**config.mk**
```make
export PLATFORM = sky130hd
export DESIGN_NAME = e1ct_terminal
export DESIGN_NICKNAME = d
export VERILOG_FILES = /design/src/e1ct_pkg.sv /design/src/e1ct_terminal.sv /design/src/e1ct_channel.sv
export VERILOG_INCLUDE_DIRS = /design/src
export SDC_FILE = /design/constraint.sdc
export NUM_CORES = 1
export LEC_CHECK = 0
export BUFFER_PORTS_ARGS = -buffer_cell sky130_fd_sc_hd__buf_2
export CORE_MARGIN = 2
export CORE_UTILIZATION = 30
export CTS_CLUSTER_DIAMETER = 30
export CTS_CLUSTER_SIZE = 20
export DETAILED_ROUTE_END_ITERATION = 6
export GPL_TIMING_DRIVEN = 0
export SYNTH_ARGS = -nofsm -noshare
export SYNTH_HDL_FRONTEND = slang
export SYNTH_SLANG_ARGS = --single-unit
```
**constraint.sdc**
```tcl
create_clock -name ref_clk -period 4 [get_ports ref_clk]
set_clock_uncertainty 0.05 [all_clocks]
set_input_delay 0.8 -clock ref_clk [delete_from_list [all_inputs] [get_ports ref_clk]]
set_output_delay 0.8 -clock ref_clk [all_outputs]
set_load 0.01 [all_outputs]
```
**src/e1ct_map.svh**
```systemverilog
`ifndef E1CT_MAP_SVH
`define E1CT_MAP_SVH
// Register byte offsets
`define E1CT_CTRL_OFS 4'h0
`define E1CT_LOSTHR_OFS 4'h4
`define E1CT_STATUS_OFS 4'h8
// Register reset values
`define E1CT_CTRL_RST 2'h0
`define E1CT_LOSTHR_RST 12'h020
// Bus response codes
`define E1CT_OKAY 2'h0
`define E1CT_SLVERR 2'h2
// Pin positions inside the channel synchroniser vector
`define E1CT_TCK 0
`define E1CT_TP 1
`define E1CT_TN 2
`define E1CT_RTP 3
`define E1CT_RRG 4
`define E1CT_PD 5
`define E1CT_AOS 6
// Timing: reference period and E1 bit period in ns
`define E1CT_REF_NS 5
`define E1CT_BIT_NS 488
`define E1CT_BIT_CYC (`E1CT_BIT_NS / `E1CT_REF_NS)
`define E1CT_HALF_CYC (`E1CT_BIT_CYC / 2)
`endif

```
**src/e1ct_pkg.sv**
```systemverilog
package e1ct_pkg;

  // Whole state of one line channel
  typedef struct packed {
    logic [6:0] sync1;
    logic [6:0] sync2;
    logic txClkPrev;
    logic tip;
    logic ring;
    logic txPol;
    logic [6:0] phase;
    logic rclk;
    logic [1:0] rxPrev;
    logic posSeen;
    logic negSeen;
    logic rxPol;
    logic [1:0] zeroRun;
    logic [3:0] shiftData;
    logic [11:0] losCnt;
    logic los;
    logic rxPos;
    logic rxNeg;
  } e1ct_ch_type;

  // Whole state of the top: synchronisers, registers, bus slave
  typedef struct packed {
    logic [1:0] mclkSync;
    logic mclkPrev;
    logic [1:0] floatSync;
    logic [1:0] ctrl;
    logic [11:0] losThr;
    logic awHeld;
    logic [3:0] awAddr;
    logic wHeld;
    logic [31:0] wData;
    logic [3:0] wStrb;
    logic bvalid;
    logic [1:0] bresp;
    logic rvalid;
    logic [1:0] rresp;
    logic [31:0] rdata;
  } e1ct_top_type;

endpackage : e1ct_pkg

```
**src/e1ct_terminal.sv**
```systemverilog
// The AXI4-Lite register port and the address map are this design's own decisions.
`include "e1ct_map.svh"

// Overview of operation
// - Power-down pin floats that channel's line outputs
// - Board test pin low floats the receive pins and both channels' line outputs
// - Loss output high while signal lost
// - Dual-rail: positive and negative rails output separately
// - Single-rail: decoded data out as NRZ
// - Single-rail: violation pulses one recovered clock
// - Single-rail AMI coding: every bipolar violation flagged
// - All-ones input sends AMI ones on master clock
module e1ct_terminal
  import e1ct_pkg::*;
(
  // Clock and reset
  input wire logic ref_clk,
  input wire logic nrst,
  // AXI4-Lite write address
  input wire logic awvalid,
  output logic awready,
  input wire logic [3:0] awaddr,
  // AXI4-Lite write data
  input wire logic wvalid,
  output logic wready,
  input wire logic [31:0] wdata,
  input wire logic [3:0] wstrb,
  // AXI4-Lite write response
  output logic bvalid,
  input wire logic bready,
  output logic [1:0] bresp,
  // AXI4-Lite read address
  input wire logic arvalid,
  output logic arready,
  input wire logic [3:0] araddr,
  // AXI4-Lite read data
  output logic rvalid,
  input wire logic rready,
  output logic [31:0] rdata,
  output logic [1:0] rresp,
  // Shared pins
  input wire logic master_clock,
  input wire logic board_test_float_n,
  output logic rxPinOe,
  // Channel 2 terminal side
  input wire logic tx_clock_ch2,
  input wire logic tx_posrail_or_nrz_ch2,
  input wire logic tx_negrail_or_coding_sel_ch2,
  input wire logic tx_all_ones_ch2,
  input wire logic tx_powerdown_ch2,
  output logic recovered_clock_ch2,
  output logic rx_posrail_or_nrz_ch2,
  output logic rx_negrail_or_violation_ch2,
  output logic signal_loss_ch2,
  // Channel 2 line side
  input wire logic rx_line_tip_ch2,
  input wire logic rx_line_ring_ch2,
  output logic tx_line_tip_ch2,
  output logic tx_line_ring_ch2,
  output logic tx_line_oe_ch2,
  // Channel 4 terminal side
  input wire logic tx_clock_ch4,
  input wire logic tx_posrail_or_nrz_ch4,
  input wire logic tx_negrail_or_coding_sel_ch4,
  input wire logic tx_all_ones_ch4,
  input wire logic tx_powerdown_ch4,
  output logic recovered_clock_ch4,
  output logic rx_posrail_or_nrz_ch4,
  output logic rx_negrail_or_violation_ch4,
  output logic signal_loss_ch4,
  // Channel 4 line side
  input wire logic rx_line_tip_ch4,
  input wire logic rx_line_ring_ch4,
  output logic tx_line_tip_ch4,
  output logic tx_line_ring_ch4,
  output logic tx_line_oe_ch4
);

  e1ct_top_type s;
  e1ct_top_type next_s;
  logic mclkRise;
  logic floatN;

  // Synchronisers, register file and bus slave
  always_comb begin
    next_s = s;
    next_s.mclkSync = {s.mclkSync[0], master_clock};
    next_s.mclkPrev = s.mclkSync[1];
    next_s.floatSync = {s.floatSync[0], board_test_float_n};
    // Address and data are caught independently, in either order
    if (awvalid && !s.awHeld) begin
      next_s.awHeld = 1'b1;
      next_s.awAddr = {awaddr[3:2], 2'b00};
    end
    if (wvalid && !s.wHeld) begin
      next_s.wHeld = 1'b1;
      next_s.wData = wdata;
      next_s.wStrb = wstrb;
    end
    // Holding the response blocks a second write until bready
    if (s.awHeld && s.wHeld && !s.bvalid) begin
      next_s.awHeld = 1'b0;
      next_s.wHeld = 1'b0;
      next_s.bvalid = 1'b1;
      next_s.bresp = `E1CT_OKAY;
      case (s.awAddr)
        `E1CT_CTRL_OFS: begin
          if (s.wStrb[0]) begin
            next_s.ctrl = s.wData[1:0];
          end
        end
        `E1CT_LOSTHR_OFS: begin
          if (s.wStrb[0]) begin
            next_s.losThr[7:0] = s.wData[7:0];
          end
          if (s.wStrb[1]) begin
            next_s.losThr[11:8] = s.wData[11:8];
          end
        end
        `E1CT_STATUS_OFS: begin
          next_s.bresp = `E1CT_OKAY; // Read-only, write ignored
        end
        default: begin
          next_s.bresp = `E1CT_SLVERR;
        end
      endcase
    end
    if (s.bvalid && bready) begin
      next_s.bvalid = 1'b0;
    end
    // Reads answer on the next edge
    if (s.rvalid && rready) begin
      next_s.rvalid = 1'b0;
    end
    if (arvalid && !s.rvalid) begin
      next_s.rvalid = 1'b1;
      next_s.rresp = `E1CT_OKAY;
      next_s.rdata = 32'h0000_0000;
      case ({araddr[3:2], 2'b00})
        `E1CT_CTRL_OFS: begin
          next_s.rdata[1:0] = s.ctrl;
        end
        `E1CT_LOSTHR_OFS: begin
          next_s.rdata[11:0] = s.losThr;
        end
        `E1CT_STATUS_OFS: begin
          next_s.rdata[1:0] = {signal_loss_ch4, signal_loss_ch2};
        end
        default: begin
          next_s.rresp = `E1CT_SLVERR;
        end
      endcase
    end
  end

  // State register
  always_ff @(posedge ref_clk) begin
    if (!nrst) begin
      s <= '0;
      s.ctrl <= `E1CT_CTRL_RST;
      s.losThr <= `E1CT_LOSTHR_RST;
    end else begin
      s <= next_s;
    end
  end

  // Handshake and pin-enable outputs
  assign mclkRise = s.mclkSync[1] && !s.mclkPrev;
  assign floatN = s.floatSync[1];
  assign rxPinOe = floatN;
  assign awready = !s.awHeld;
  assign wready = !s.wHeld;
  assign bvalid = s.bvalid;
  assign bresp = s.bresp;
  assign arready = !s.rvalid;
  assign rvalid = s.rvalid;
  assign rdata = s.rdata;
  assign rresp = s.rresp;

  // Channel 2
  e1ct_channel u_ch2 (
    .ref_clk(ref_clk),
    .nrst(nrst),
    .mclkRise(mclkRise),
    .floatN(floatN),
    .singleRail(s.ctrl[0]),
    .losThr(s.losThr),
    .txClk(tx_clock_ch2),
    .txPosNrz(tx_posrail_or_nrz_ch2),
    .txNegCode(tx_negrail_or_coding_sel_ch2),
    .txAllOnes(tx_all_ones_ch2),
    .txPowerdown(tx_powerdown_ch2),
    .rxTip(rx_line_tip_ch2),
    .rxRing(rx_line_ring_ch2),
    .txLineTip(tx_line_tip_ch2),
    .txLineRing(tx_line_ring_ch2),
    .txLineOe(tx_line_oe_ch2),
    .recClk(recovered_clock_ch2),
    .rxPosNrz(rx_posrail_or_nrz_ch2),
    .rxNegViol(rx_negrail_or_violation_ch2),
    .signalLoss(signal_loss_ch2)
  );

  // Channel 4
  e1ct_channel u_ch4 (
    .ref_clk(ref_clk),
    .nrst(nrst),
    .mclkRise(mclkRise),
    .floatN(floatN),
    .singleRail(s.ctrl[1]),
    .losThr(s.losThr),
    .txClk(tx_clock_ch4),
    .txPosNrz(tx_posrail_or_nrz_ch4),
    .txNegCode(tx_negrail_or_coding_sel_ch4),
    .txAllOnes(tx_all_ones_ch4),
    .txPowerdown(tx_powerdown_ch4),
    .rxTip(rx_line_tip_ch4),
    .rxRing(rx_line_ring_ch4),
    .txLineTip(tx_line_tip_ch4),
    .txLineRing(tx_line_ring_ch4),
    .txLineOe(tx_line_oe_ch4),
    .recClk(recovered_clock_ch4),
    .rxPosNrz(rx_posrail_or_nrz_ch4),
    .rxNegViol(rx_negrail_or_violation_ch4),
    .signalLoss(signal_loss_ch4)
  );
endmodule : e1ct_terminal

```
**src/e1ct_channel.sv**
```systemverilog
`include "e1ct_map.svh"

module e1ct_channel
  import e1ct_pkg::*;
(
  // Clock and reset
  input wire logic ref_clk,
  input wire logic nrst,
  // Shared control, plus this channel's own rail mode
  input wire logic mclkRise,
  input wire logic floatN,
  input wire logic singleRail,
  input wire logic [11:0] losThr,
  // Terminal-side and line-receiver pins
  input wire logic txClk,
  input wire logic txPosNrz,
  input wire logic txNegCode,
  input wire logic txAllOnes,
  input wire logic txPowerdown,
  input wire logic rxTip,
  input wire logic rxRing,
  // Line driver
  output logic txLineTip,
  output logic txLineRing,
  output logic txLineOe,
  // Receive outputs
  output logic recClk,
  output logic rxPosNrz,
  output logic rxNegViol,
  output logic signalLoss
);

  e1ct_ch_type s;
  e1ct_ch_type next_s;
  logic [1:0] railEdge;
  logic pulseEdge;
  logic wrap;
  logic pulse;
  logic amiSel;
  logic bpv;
  logic sub;

  // Next state of transmitter, clock recovery, decoder and loss detector
  always_comb begin
    next_s = s;
    // Only a rising rail edge counts as a mark: the tail of a half-width mark
    // is still high at the decision and must not leak into the next bit
    railEdge = s.sync2[`E1CT_RRG:`E1CT_RTP] & ~s.rxPrev;
    pulseEdge = |railEdge;
    wrap = (s.phase == 7'(`E1CT_BIT_CYC - 1));
    pulse = s.posSeen | s.negSeen;
    amiSel = s.sync2[`E1CT_TN]; // Coding pin high selects AMI in single-rail
    bpv = pulse && (s.posSeen == s.rxPol);
    sub = !amiSel && bpv && (s.zeroRun >= 2'h2);
    next_s.sync1 = {txAllOnes, txPowerdown, rxRing, rxTip, txNegCode, txPosNrz, txClk};
    next_s.sync2 = s.sync1;
    next_s.txClkPrev = s.sync2[`E1CT_TCK];
    if (s.sync2[`E1CT_PD]) begin
      next_s.tip = 1'b0;
      next_s.ring = 1'b0;
    end else if (s.sync2[`E1CT_AOS]) begin
      if (mclkRise) begin
        next_s.tip = !s.txPol;
        next_s.ring = s.txPol;
        next_s.txPol = !s.txPol;
      end
    end else if (s.sync2[`E1CT_TCK] && !s.txClkPrev) begin
      if (singleRail) begin
        next_s.tip = s.sync2[`E1CT_TP] & !s.txPol;
        next_s.ring = s.sync2[`E1CT_TP] & s.txPol;
        next_s.txPol = s.txPol ^ s.sync2[`E1CT_TP];
      end else begin
        next_s.tip = s.sync2[`E1CT_TP];
        next_s.ring = s.sync2[`E1CT_TN];
      end
    end
    // Phase re-centres on each pulse edge; a wrap always wins so rclk rises
    next_s.rxPrev = s.sync2[`E1CT_RRG:`E1CT_RTP];
    next_s.posSeen = s.posSeen | railEdge[0];
    next_s.negSeen = s.negSeen | railEdge[1];
    if (wrap) begin
      next_s.phase = 7'h00;
    end else if (pulseEdge) begin
      next_s.phase = 7'(`E1CT_HALF_CYC);
    end else begin
      next_s.phase = s.phase + 7'h01;
    end
    next_s.rclk = (next_s.phase < 7'(`E1CT_HALF_CYC));
    // Bit decision once per recovered clock, outputs move with rclk
    if (wrap) begin
      next_s.posSeen = railEdge[0];
      next_s.negSeen = railEdge[1];
      if (pulse) begin
        next_s.rxPol = s.posSeen;
      end
      next_s.zeroRun = pulse ? 2'h0 : ((s.zeroRun == 2'h3) ? 2'h3 : s.zeroRun + 2'h1);
      // A substitution clears the whole four-bit window, hiding its B pulse
      next_s.shiftData = sub ? 4'h0 : {s.shiftData[2:0], pulse};
      if (singleRail) begin
        next_s.rxPos = s.shiftData[3];
        next_s.rxNeg = bpv && !sub;
      end else begin
        next_s.rxPos = s.posSeen;
        next_s.rxNeg = s.negSeen;
      end
      if (pulse) begin
        next_s.losCnt = 12'h000;
      end else if (s.losCnt < losThr) begin
        next_s.losCnt = s.losCnt + 12'h001;
      end
      next_s.los = (next_s.losCnt >= losThr);
    end
  end

  // State register
  always_ff @(posedge ref_clk) begin
    if (!nrst) begin
      s <= '0;
    end else begin
      s <= next_s;
    end
  end

  // Outputs come straight from state; only the enable is a gate
  assign txLineTip = s.tip;
  assign txLineRing = s.ring;
  assign txLineOe = !s.sync2[`E1CT_PD] && floatN;
  assign recClk = s.rclk;
  assign rxPosNrz = s.rxPos;
  assign rxNegViol = s.rxNeg;
  assign signalLoss = s.los;
endmodule : e1ct_channel

```
# After elaboration in Yosys (flattened, before gate mapping)
# Cells that the tools add are included.
[totals]
ff_bits = 159
latchBits = 0
ram_bits = 0
mem_bits_ro = 0
in_bits = 67
out_inout_bits = 56
word_cells = 194
mem_count = 0
[op_classes]
add_sub_neg = 6
mul = 0
n_div = 0
order_cmp = 8
eq_ne = 12
shift = 0
mux = 38
bitwise = 19
reduce_logical = 59
[ops]
columns = ["operator", "count"]
rows = [
  ["2-to-1 mux 12 bit", 6],
  ["2-to-1 mux 24 bit", 2],
  ["2-to-1 mux 35 bit", 1],
  ["2-to-1 mux 7 bit", 4],
  ["adder 12 x 1 -> 12 bit (second input constant)", 2],
  ["greater-or-equal comparator 12 bit", 2],
  ["less-than comparator 12 bit", 2],
  ["logical AND 1 bit", 20],
  ["2-to-1 mux 2 bit", 10],
  ["2-to-1 mux 3 bit", 6],
  ["zero test 1 bit", 15],
  ["adder 7 x 1 -> 7 bit (second input constant)", 2],
  ["equality test 7 bit (second input constant)", 2],
  ["less-than comparator 7 x 6 -> 1 bit (second input constant)", 2],
  ["OR reduction 2 bit", 6],
  ["2-to-1 mux 10 bit", 1],
  ["nonzero test 2 bit", 5],
  ["AND reduction 3 bit", 3],
  ["equality test 2 bit (second input constant)", 4],
  ["2-to-1 mux 4 bit", 2],
  ["AND reduction 2 bit", 4],
  ["AND reduction 4 bit", 2],
  ["bitwise OR 1 bit", 6],
  ["one-hot mux 2 bit (3 select lines)", 1],
  ["other kinds (14)", 32],
]

# Logic depth before layout (Yosys ltp)
# Gate-level depths: netlist of run 1.
[logic_depth]
depth_word = 8
depth_mapped = 17

# Hierarchy
# Synthesis of run 1 repeated with hierarchy kept, for this count alone.
[hier_totals]
hier_cells = 963
hier_area_um2 = 8308.0
[by_module_without_submodules]
columns = ["module", "n_inst", "cells_each", "area_per_inst_um2", "seq_area_each_um2"]
rows = [
  ["e1ct_channel", 2, 353, 2989.1, 1041.0],
  ["e1ct_terminal", 1, 257, 2329.7, 1061.0],
]

# Worst setup path after synthesis of run 1
# OpenSTA, ideal clock, no wires.
[synth_timing]
path_type = "reg-to-reg"
startpoint = "register s[90] (netlist name)"
endpoint = "register u_ch2.s (netlist bit u_ch2.signalLoss)"
setup_ns = 0.134
t_arrival_ns = 3.130
setup_slack_ns = 0.686
stages_incl_launch_ff = 16
path_buffers = 1
period_less_slack_ns = 3.314
path_cell_list = "dfxtp_1 -> inv_1 -> ha_1 -> a21oi_1 -> nand2_1 -> a221o_1 -> buf_6 -> a2111oi_4 -> xnor2_1 -> nor2_1 -> ha_1 -> a21o_1 -> a21o_1 -> a211oi_1 -> o211a_1 -> a211oi_1"
[synth_via]
elab_chain_len = 5
[synth_lines]
columns = ["item", "line_no", "rtl"]
rows = [
  ["less-than comparator 12 bit", "e1ct_channel.sv:108", "end else if (s.losCnt < losThr) begin"],
  ["2-to-1 mux 12 bit", "e1ct_channel.sv:108", ""],
  ["2-to-1 mux 12 bit", "e1ct_channel.sv:106", "if (pulse) begin"],
  ["2-to-1 mux 12 bit", "e1ct_channel.sv:90", "if (wrap) begin"],
  ["greater-or-equal comparator 12 bit *", "e1ct_channel.sv:111", "next_s.los = (next_s.losCnt >= losThr);"],
  ["end signal: assignment", "e1ct_channel.sv:120", "s <= next_s;"],
  ["end: declaration", "e1ct_channel.sv:33", "e1ct_ch_type s;"],
]
# Mark *: on every way between the ends. The rest lies on a longest branch, timed or not. The select of a mux whose other input is x is not followed.
# A chain may end at the register's enable or synchronous reset.

# Worst setup path in the final report of run 1
[layout_timing]
startpoint = "register s[90] (netlist name)"
endpoint = "register u_ch2.s (netlist bit u_ch2.signalLoss)"
[layout_via]
elab_chain_len = 5
[layout_lines]
columns = ["item", "line_no"]
rows = [
  ["less-than comparator 12 bit", "e1ct_channel.sv:108"],
  ["2-to-1 mux 12 bit", "e1ct_channel.sv:108"],
  ["2-to-1 mux 12 bit", "e1ct_channel.sv:106"],
  ["2-to-1 mux 12 bit", "e1ct_channel.sv:90"],
  ["greater-or-equal comparator 12 bit *", "e1ct_channel.sv:111"],
]
# Marked as above.

==> impl_summary.log, run 1 <==
INFO  metric area_added_between_synthesis_and_finish = 18.3%
INFO  metric async_reset_ff_share = 0%
INFO  metric timing.slew.headroom = 49.6%
INFO  metric finalWeightedCongestion = 0.820
INFO  metric grt_setup_unrepaired = false
INFO  metric finalWorstPathRequiredPeriod = 3.81 ns
INFO  metric route.final.wire_length = 18000 um
INFO  metric postLayoutCoreUtil = 36.1%
INFO  metric final.period_utilization = 95.1%
INFO  metric via_count = 6304
INFO  metric ios = 123
INFO  metric cts.reportedPaths.clkPinSlew = 0.07 ns
INFO  metric placed_cells = 1316
INFO  metric h-tree-depth = 4
INFO  metric finalSetupViolCount = 0
INFO  metric initial_core_util = 30.5%
INFO  metric min_to = rxPinOe
INFO  metric grt_pass1_vias = 5942
INFO  metric flop_and_latch_count_out_of_synthesis = 157
INFO  metric pwr_density_cell = 368 mW/mm2
INFO  metric timing.critical_path.fanout_max = 10
INFO  metric syn_inst = 886
INFO  metric synth.lib_cells_used.distinct = 58
INFO  metric critPathKind = reg -> reg
INFO  metric clockBufferDepth = 2
INFO  metric stdcell_count = 1346
INFO  metric worstHoldPathCells = 1
INFO  metric inserted_clock_buffers = 17
INFO  metric clock_insertion_delay_worst_skew = 0.43 ns
INFO  metric tritoncts_clock_tree = yes
INFO  metric worst_r2r_path_depth = 15
INFO  metric antenna_found_initial = 0
INFO  metric hold_violations = 0
INFO  metric wl_per_cell = 13.4 um
INFO  metric fp.dieArea = 0.0278 mm2
INFO  metric timing.rr.end = u_ch2.signalLoss
INFO  metric post_cts_resized = 0
INFO  metric final_area = 0.00940 mm2
INFO  metric yosysTopAreaCellShare = 39.5%
INFO  metric vdd_drop_max = 0.286 mV
INFO  metric fp-row-count = 59
INFO  metric final.hold.worst_slack = 0.382 ns
INFO  metric sequential_area_share_after_synthesis = 39.5%
INFO  metric detailedRoute.firstIterationViolations = 358
INFO  metric syn-cell-area = 0.00795 mm2
INFO  metric grt_use_total = 13.1%
INFO  metric worst-r2r-setup-slack = 0.19 ns
INFO  metric postCtsHoldBufs = 0
INFO  metric crit_path_start_kind = register
INFO  metric routed_via_density = 4.68
INFO  metric maxCapViolations = 0
INFO  metric measured_slew_at_the_worst_slew_check_pin = 0.755 ns
INFO  metric rr_startpoint = s[90]
INFO  metric grt_first_pass_wirelength = 29600 um
INFO  metric number_of_enable_type_register_cells_in_the_synthesized_netlist = 0
INFO  metric final_max_slew_viol_count = 0
INFO  metric maximum_number_of_pins_on_one_net_before_global_route_repair = 17
INFO  metric clk_tree_root_cell = sky130_fd_sc_hd__clkbuf_16
INFO  metric max_freq = 0.263 GHz
INFO  metric place_area = 0.00882 mm2
INFO  metric core = 0.0261 mm2
INFO  metric min_from = next_s[95]
INFO  metric fp.dieH = 167 um
INFO  metric grt_remaining_overflow = 0
INFO  metric setup.worst_path.end_class = register
INFO  metric critPathRequiredTime = 4.25 ns
INFO  metric drc_errors = 0
INFO  metric synth-main-ff-cell = sky130_fd_sc_hd__dfxtp_1
INFO  metric hold_class = reg -> reg
INFO  metric avgSynthCellArea = 8.97 um2
INFO  metric leakage = 4.07 nW
INFO  metric fp.dieW = 167 um
INFO  metric placement.io_buffers = 74
INFO  metric yosysTopAreaCell = sky130_fd_sc_hd__dfxtp_1
INFO  metric initial_drt_pass_iterations = 5
INFO  metric antenna_diodes = 0
INFO  metric setup_tns = 0 ns
INFO  metric yosys-top-cells-area = sky130_fd_sc_hd__dfxtp_1, sky130_fd_sc_hd__ha_1, sky130_fd_sc_hd__nand2_1
INFO  metric postRouteAntennaNets = 0
INFO  metric num-nets-final = 1123
INFO  metric share_of_cells_above_drive_strength_1 = 15.9%
INFO  metric yosys_synthesis_warning_count = 0
INFO  metric worstPathArrival = 4.05 ns
INFO  metric cts_post_setup_buffers_inserted = 0
INFO  metric tritoncts_num_sinks = 157
INFO  metric run_status = finished, final reports clean
INFO  metric post_detail_place_hpwl = 13500 um
[Yosys cell counts (all sizes together) (3+ instances only)]
cell type  count
nand2b        15
o221ai         3
ha            56
o21a           5
nand3         31
a21o          18
xnor2         18
a21oi         38
or3            9
nor2b         38
xor2           9
o211ai        10
o21ai         33
nor2          54
a21boi        24
nand4          9
mux2           4
dfxtp        157
a31oi         10
clkbuf        29
buf           42
a211oi        10
nor3b          3
or4            3
o31ai          3
nor3           6
a22o           9
and2          47
nand2         84
o211a          8
a22oi         11
and3           8
mux2i         26
a2111oi        4
inv           30
[stage by stage]
stage          total power, mW  worst slack (ns)
2_1_floorplan             1.81             0.686
4_1_cts                   3.50            0.0951
3_3_place_gp              1.88             0.145
5_1_grt                   3.60            0.0588
3_5_place_dp              1.88             0.134
6_report                  3.46             0.195
[sequential cells by signal, summed over array words and instances (netlist names), 3 cells and up]
name	count
u_ch2.s	35
u_ch4.s	35
s	33
rdata	12
u_ch2.next_s	10
u_ch4.next_s	10
next_s	3
[worst max-delay path by stage]
stage | from | endpoint | slack (ns) | cells past startpoint
floorplan | s[90] | u_ch2.signalLoss | 0.69 | 15
global placement | s[90] | u_ch2.signalLoss | 0.15 | 15
detailed placement | s[90] | u_ch2.signalLoss | 0.13 | 15
CTS | s[90] | u_ch2.signalLoss | 0.1 | 15
global route | s[90] | u_ch2.signalLoss | 0.06 | 15
finish | s[90] | u_ch2.signalLoss | 0.19 | 15
[power breakdown]
group,internal [mW],switching [mW],total (mW)
Sequential,1.61,0.0279,1.64
Combinational,0.0929,0.120,0.213
Clock,0.939,0.675,1.61
[cell type report]
type,count,area (um2)
Fill cell,2690,16700
Multi-Input combinational cell,649,4360
Sequential cell,157,3140
Clock buffer,19,443
Tap cell,335,419
Buffer,71,418
Timing Repair Buffer,74,370
Clock inverter,11,135
Inverter,30,113
[worst max-delay path, cell delays in order, from the launching register on]
cell and delay [ns]:
sky130_fd_sc_hd__dfxtp_1 0.38, sky130_fd_sc_hd__inv_1 0.14, sky130_fd_sc_hd__ha_1 0.35, sky130_fd_sc_hd__a21oi_1 0.15, sky130_fd_sc_hd__nand2_1 0.07, sky130_fd_sc_hd__a221o_1 0.42, sky130_fd_sc_hd__buf_6 0.18, sky130_fd_sc_hd__a2111oi_4 0.40
sky130_fd_sc_hd__xnor2_1 0.17, sky130_fd_sc_hd__nor2_1 0.06, sky130_fd_sc_hd__ha_1 0.31, sky130_fd_sc_hd__a21o_1 0.18, sky130_fd_sc_hd__a21o_1 0.18, sky130_fd_sc_hd__a211oi_2 0.33, sky130_fd_sc_hd__o211a_1 0.25, sky130_fd_sc_hd__a211oi_1 0.06
[cells by family (layout without fill, tap and decap cells)]
logic type | count (synthesis) | in the layout | share of synthesized area [%]
compound gates | 195 | 195 | 17.6
xor+xnor | 27 | 27 | 2.97
fa+ha+maj | 56 | 56 | 8.81
buf+inv | 101 | 205 | 6.67
flops | 157 | 157 | 39.5
mux | 30 | 30 | 3.84
other cells | 1 | 22 | 0.0472
simple gates | 319 | 319 | 20.5
[placed cells by master, fill, tap and decap left out, types with 30 or more instances in the layout]
master / Yosys / routed
sky130_fd_sc_hd__nand2_1: 84 / 84
sky130_fd_sc_hd__ha_1: 56 / 56
sky130_fd_sc_hd__nor2b_1: 38 / 38
sky130_fd_sc_hd__buf_2: 4 / 78
sky130_fd_sc_hd__clkbuf_1: 29 / 30
sky130_fd_sc_hd__inv_1: 30 / 30
sky130_fd_sc_hd__dfxtp_1: 157 / 157
sky130_fd_sc_hd__buf_4: 37 / 37
sky130_fd_sc_hd__nor2_1: 53 / 53
sky130_fd_sc_hd__and2_1: 46 / 46
sky130_fd_sc_hd__a21oi_1: 37 / 37
sky130_fd_sc_hd__nand3_1: 31 / 31
[layer usage]
layer / vias up / part of all wire [%] / track usage (%)
met2: 90 / 46 / 21.3
li1: 3279 / - / -
met4: 0 / 1.1 / 3.49
met3: 16 / 3.1 / 2.88
met5: - / 0 / 0
met1: 2919 / 50 / 17.4
(Power assumes the default switching activity.)
==> run 2, diff against run 1 <==
--- a/config.mk
+++ b/config.mk
@@ -13,6 +13,7 @@
 export CTS_CLUSTER_SIZE = 20
 export DETAILED_ROUTE_END_ITERATION = 6
 export GPL_TIMING_DRIVEN = 0
+export SKIP_LAST_GASP = 1
 export SYNTH_ARGS = -nofsm -noshare
 export SYNTH_HDL_FRONTEND = slang
 export SYNTH_SLANG_ARGS = --single-unit
==> constraint.sdc (replaced) <==
create_clock -name ref_clk -period 3.4 [get_ports ref_clk]
set_clock_uncertainty 0.05 [all_clocks]
set_input_delay 0.68 -clock ref_clk [delete_from_list [all_inputs] [get_ports ref_clk]]
set_output_delay 0.68 -clock ref_clk [all_outputs]
set_load 0.01 [all_outputs]
==> run 2 against run 1 <==
Effect of this change: worst setup slack worse by 0.16 ns; routed wire length is 2.3% higher; combinational power grew 18%; via count grew 1.9%; first-iteration DRC count fell by 14%; core utilization rose by 1.3 points; flip-flop and latch count unchanged; count of clock-buffer cells in the layout is the same.
==> impl_summary.log, run 2 (synthesis results as in run 1) <==
INFO  metric run_status = finished, final reports clean (unchanged)
INFO  metric critPathKind = reg -> reg (unchanged)
INFO  metric worst-r2r-setup-slack = 0.04 ns (was 0.19 ns)
INFO  metric post-place-ws = -0.466 ns (was 0.134 ns)
INFO  metric setup.worst_path.end_class = register (unchanged)
INFO  metric pwr_density_cell = 418 mW/mm2 (was 368 mW/mm2)
INFO  metric grt_first_pass_wirelength = 29800 um (was 29600 um)
INFO  metric max_freq = 0.297 GHz (was 0.263 GHz)
INFO  metric measured_slew_at_the_worst_slew_check_pin = 0.778 ns (was 0.755 ns)
INFO  metric fp.dieH = 167 um (unchanged)
INFO  metric min_from = u_ch4.next_s[42] (was next_s[95])
INFO  metric drc_errors = 0 (unchanged)
INFO  metric cts.reportedPaths.clkPinSlew = 0.06 ns (was 0.07 ns)
INFO  metric maximum_number_of_pins_on_one_net_before_global_route_repair = 17 (unchanged)
INFO  metric vdd_drop_max = 0.321 mV (was 0.286 mV)
INFO  metric fp.dieW = 167 um (unchanged)
INFO  metric layout.cells.most_common_list = sky130_fd_sc_hd__dfxtp_1, sky130_fd_sc_hd__nand2_1, sky130_fd_sc_hd__buf_2, sky130_fd_sc_hd__nor2_1, sky130_fd_sc_hd__buf_4 (was sky130_fd_sc_hd__dfxtp_1, sky130_fd_sc_hd__nand2_1, sky130_fd_sc_hd__buf_2, sky130_fd_sc_hd__ha_1, sky130_fd_sc_hd__nor2_1)
INFO  metric core = 0.0261 mm2 (unchanged)
INFO  metric leakage = 4.20 nW (was 4.07 nW)
INFO  metric wl_per_cell = 13.5 um (was 13.4 um)
INFO  metric place_area = 0.00882 mm2 (unchanged)
INFO  metric grt_remaining_overflow = 0 (unchanged)
INFO  metric final_area = 0.00975 mm2 (was 0.00940 mm2)
INFO  metric final.period_utilization = 98.9% (was 95.1%)
INFO  metric fp-row-count = 59 (unchanged)
INFO  metric initial_drt_pass_iterations = 4 (was 5)
INFO  metric antenna_found_initial = 0 (unchanged)
INFO  metric share_of_cells_above_drive_strength_1 = 21.8% (was 15.9%)
INFO  metric placed_cells = 1316 (unchanged)
INFO  metric worstPathArrival = 3.62 ns (was 4.05 ns)
INFO  metric finalWorstPathRequiredPeriod = 3.36 ns (was 3.81 ns)
INFO  metric postRouteAntennaNets = 0 (unchanged)
INFO  metric grt_setup_unrepaired = true (was false)
INFO  metric postCtsHoldBufs = 0 (unchanged)
INFO  metric min_to = u_ch4.next_s[25] (was rxPinOe)
INFO  metric timing.critical_path.fanout_max = 4 (was 10)
INFO  metric final_max_slew_viol_count = 0 (unchanged)
INFO  metric detailedRoute.firstIterationViolations = 308 (was 358)
INFO  metric tritoncts_clock_tree = yes (unchanged)
INFO  metric rr_startpoint = s[88] (was s[90])
INFO  metric h-tree-depth = 4 (unchanged)
INFO  metric area_added_between_synthesis_and_finish = 22.6% (was 18.3%)
INFO  metric hold_violations = 0 (unchanged)
INFO  metric finalSetupViolCount = 0 (unchanged)
INFO  metric post_detail_place_hpwl = 13500 um (unchanged)
INFO  metric maxCapViolations = 0 (unchanged)
INFO  metric worst_r2r_path_depth = 14 (was 15)
INFO  metric stdcell_count = 1362 (was 1346)
INFO  metric route.final.wire_length = 18400 um (was 18000 um)
INFO  metric ios = 123 (unchanged)
INFO  metric timing.rr.end = u_ch2.signalLoss (unchanged)
INFO  metric inserted_clock_buffers = 17 (unchanged)
INFO  metric top_regs = u_ch2.s: 35 flops, u_ch4.s: 35 flops, s: 33 flops (unchanged)
INFO  metric clk_tree_root_cell = sky130_fd_sc_hd__clkbuf_16 (unchanged)
INFO  metric timing.slew.headroom = 48.1% (was 49.6%)
INFO  metric crit_path_start_kind = register (unchanged)
INFO  metric num-nets-final = 1139 (was 1123)
INFO  metric placement.io_buffers = 74 (unchanged)
INFO  metric fp.dieArea = 0.0278 mm2 (unchanged)
INFO  metric grt_pass1_vias = 5959 (was 5942)
INFO  metric worstHoldPathCells = 1 (unchanged)
INFO  metric clockBufferDepth = 2 (unchanged)
INFO  metric via_count = 6424 (was 6304)
INFO  metric finalWorstSetupSlack = 0.0374 ns (was 0.195 ns)
INFO  metric grt_use_total = 13.1% (about the same)
INFO  metric tritoncts_num_sinks = 157 (unchanged)
INFO  metric antenna_diodes = 0 (unchanged)
INFO  metric clock_insertion_delay_worst_skew = 0.43 ns (about the same)
INFO  metric most_frequent_standard_cell_in_the_layout_excluding_fill_and_tap_cells = sky130_fd_sc_hd__dfxtp_1 (unchanged)
INFO  metric initial_core_util = 30.5% (unchanged)
INFO  metric routed_via_density = 4.72 (was 4.68)
INFO  metric hold_class = reg -> reg (unchanged)
INFO  metric critPathRequiredTime = 3.66 ns (was 4.25 ns)
INFO  metric finalWeightedCongestion = 0.820 (unchanged)
run 2: worst max path at each step:
| stage | depth (start not counted) | startpoint | end |
|---|---|---|---|
| final | 14 | s[88] | u_ch2.signalLoss |
| after global placement | 15 | s[90] | u_ch2.signalLoss |
| after global routing | 14 | s[88] | u_ch2.signalLoss |
| after detailed placement | 15 | s[90] | u_ch2.signalLoss |
| after CTS | 14 | s[91] | u_ch2.signalLoss |
| after floorplan | 15 | s[90] | u_ch2.signalLoss |
run 2: cell type report:
| class | instances | area (um2) |
|---|---|---|
| fill | 2645 | 16300 |
| multi-input combinational | 649 | 4510 |
| sequential | 157 | 3170 |
| timing repair buffer | 91 | 510 |
| clock buffer | 19 | 443 |
| buffer | 70 | 427 |
| tap | 335 | 419 |
| clock inverter | 11 | 135 |
| inverter | 30 | 125 |
run 2: routing by layer:
layer	share of wire [%]	GRT usage [%]	vias to the layer above
met5	0	0	-
met4	1.2	3.52	0
met3	3.8	2.95	15
met2	47	21.4	106
met1	49	17.5	2996
li1	-	-	3307
run 2: repair_timing:
action	4_1_cts	5_1_grt
pin swaps	6	15
resized for setup	20	45
endpoints found under the setup margin	2	2
hold endpoints to repair	0	0
setup buffers	5	12
run 2: metrics by stage:
| stage | total power, mW | util, % | TNS [ns] | hold WS [ns] |
|---|---|---|---|---|
| 6_report | 4.08 | 37.4 | 0 | 0.382 |
| 5_1_grt | 4.23 | 37.4 | -0.0697 | 0.390 |
| 4_1_cts | 4.12 | 36.4 | -0.0144 | 0.384 |
| 3_5_place_dp | 2.22 | 33.8 | -0.671 | 0.369 |
| 3_3_place_gp | 2.21 | 33.8 | -0.659 | 0.363 |
| 2_1_floorplan | 2.13 | - | 0 | 0.362 |
run 2: worst max-delay path: stages, from the launching register on:
cell                        delay, ns
sky130_fd_sc_hd__dfxtp_4         0.36
sky130_fd_sc_hd__inv_4           0.05
sky130_fd_sc_hd__ha_1            0.29
sky130_fd_sc_hd__and4_1          0.19
sky130_fd_sc_hd__a221o_1         0.35
sky130_fd_sc_hd__buf_6           0.16
sky130_fd_sc_hd__a2111oi_4       0.30
sky130_fd_sc_hd__xnor2_1         0.17
sky130_fd_sc_hd__nor2_1          0.06
sky130_fd_sc_hd__ha_1            0.33
sky130_fd_sc_hd__a21o_1          0.16
sky130_fd_sc_hd__a21o_1          0.18
sky130_fd_sc_hd__a211oi_4        0.31
sky130_fd_sc_hd__o211a_1         0.25
sky130_fd_sc_hd__a211oi_2        0.04
run 2: where the power goes:
group	switching, mW	internal [mW]
logic	0.141	0.110
registers	0.0328	1.89
clock network	0.799	1.11
total	0.973	3.10
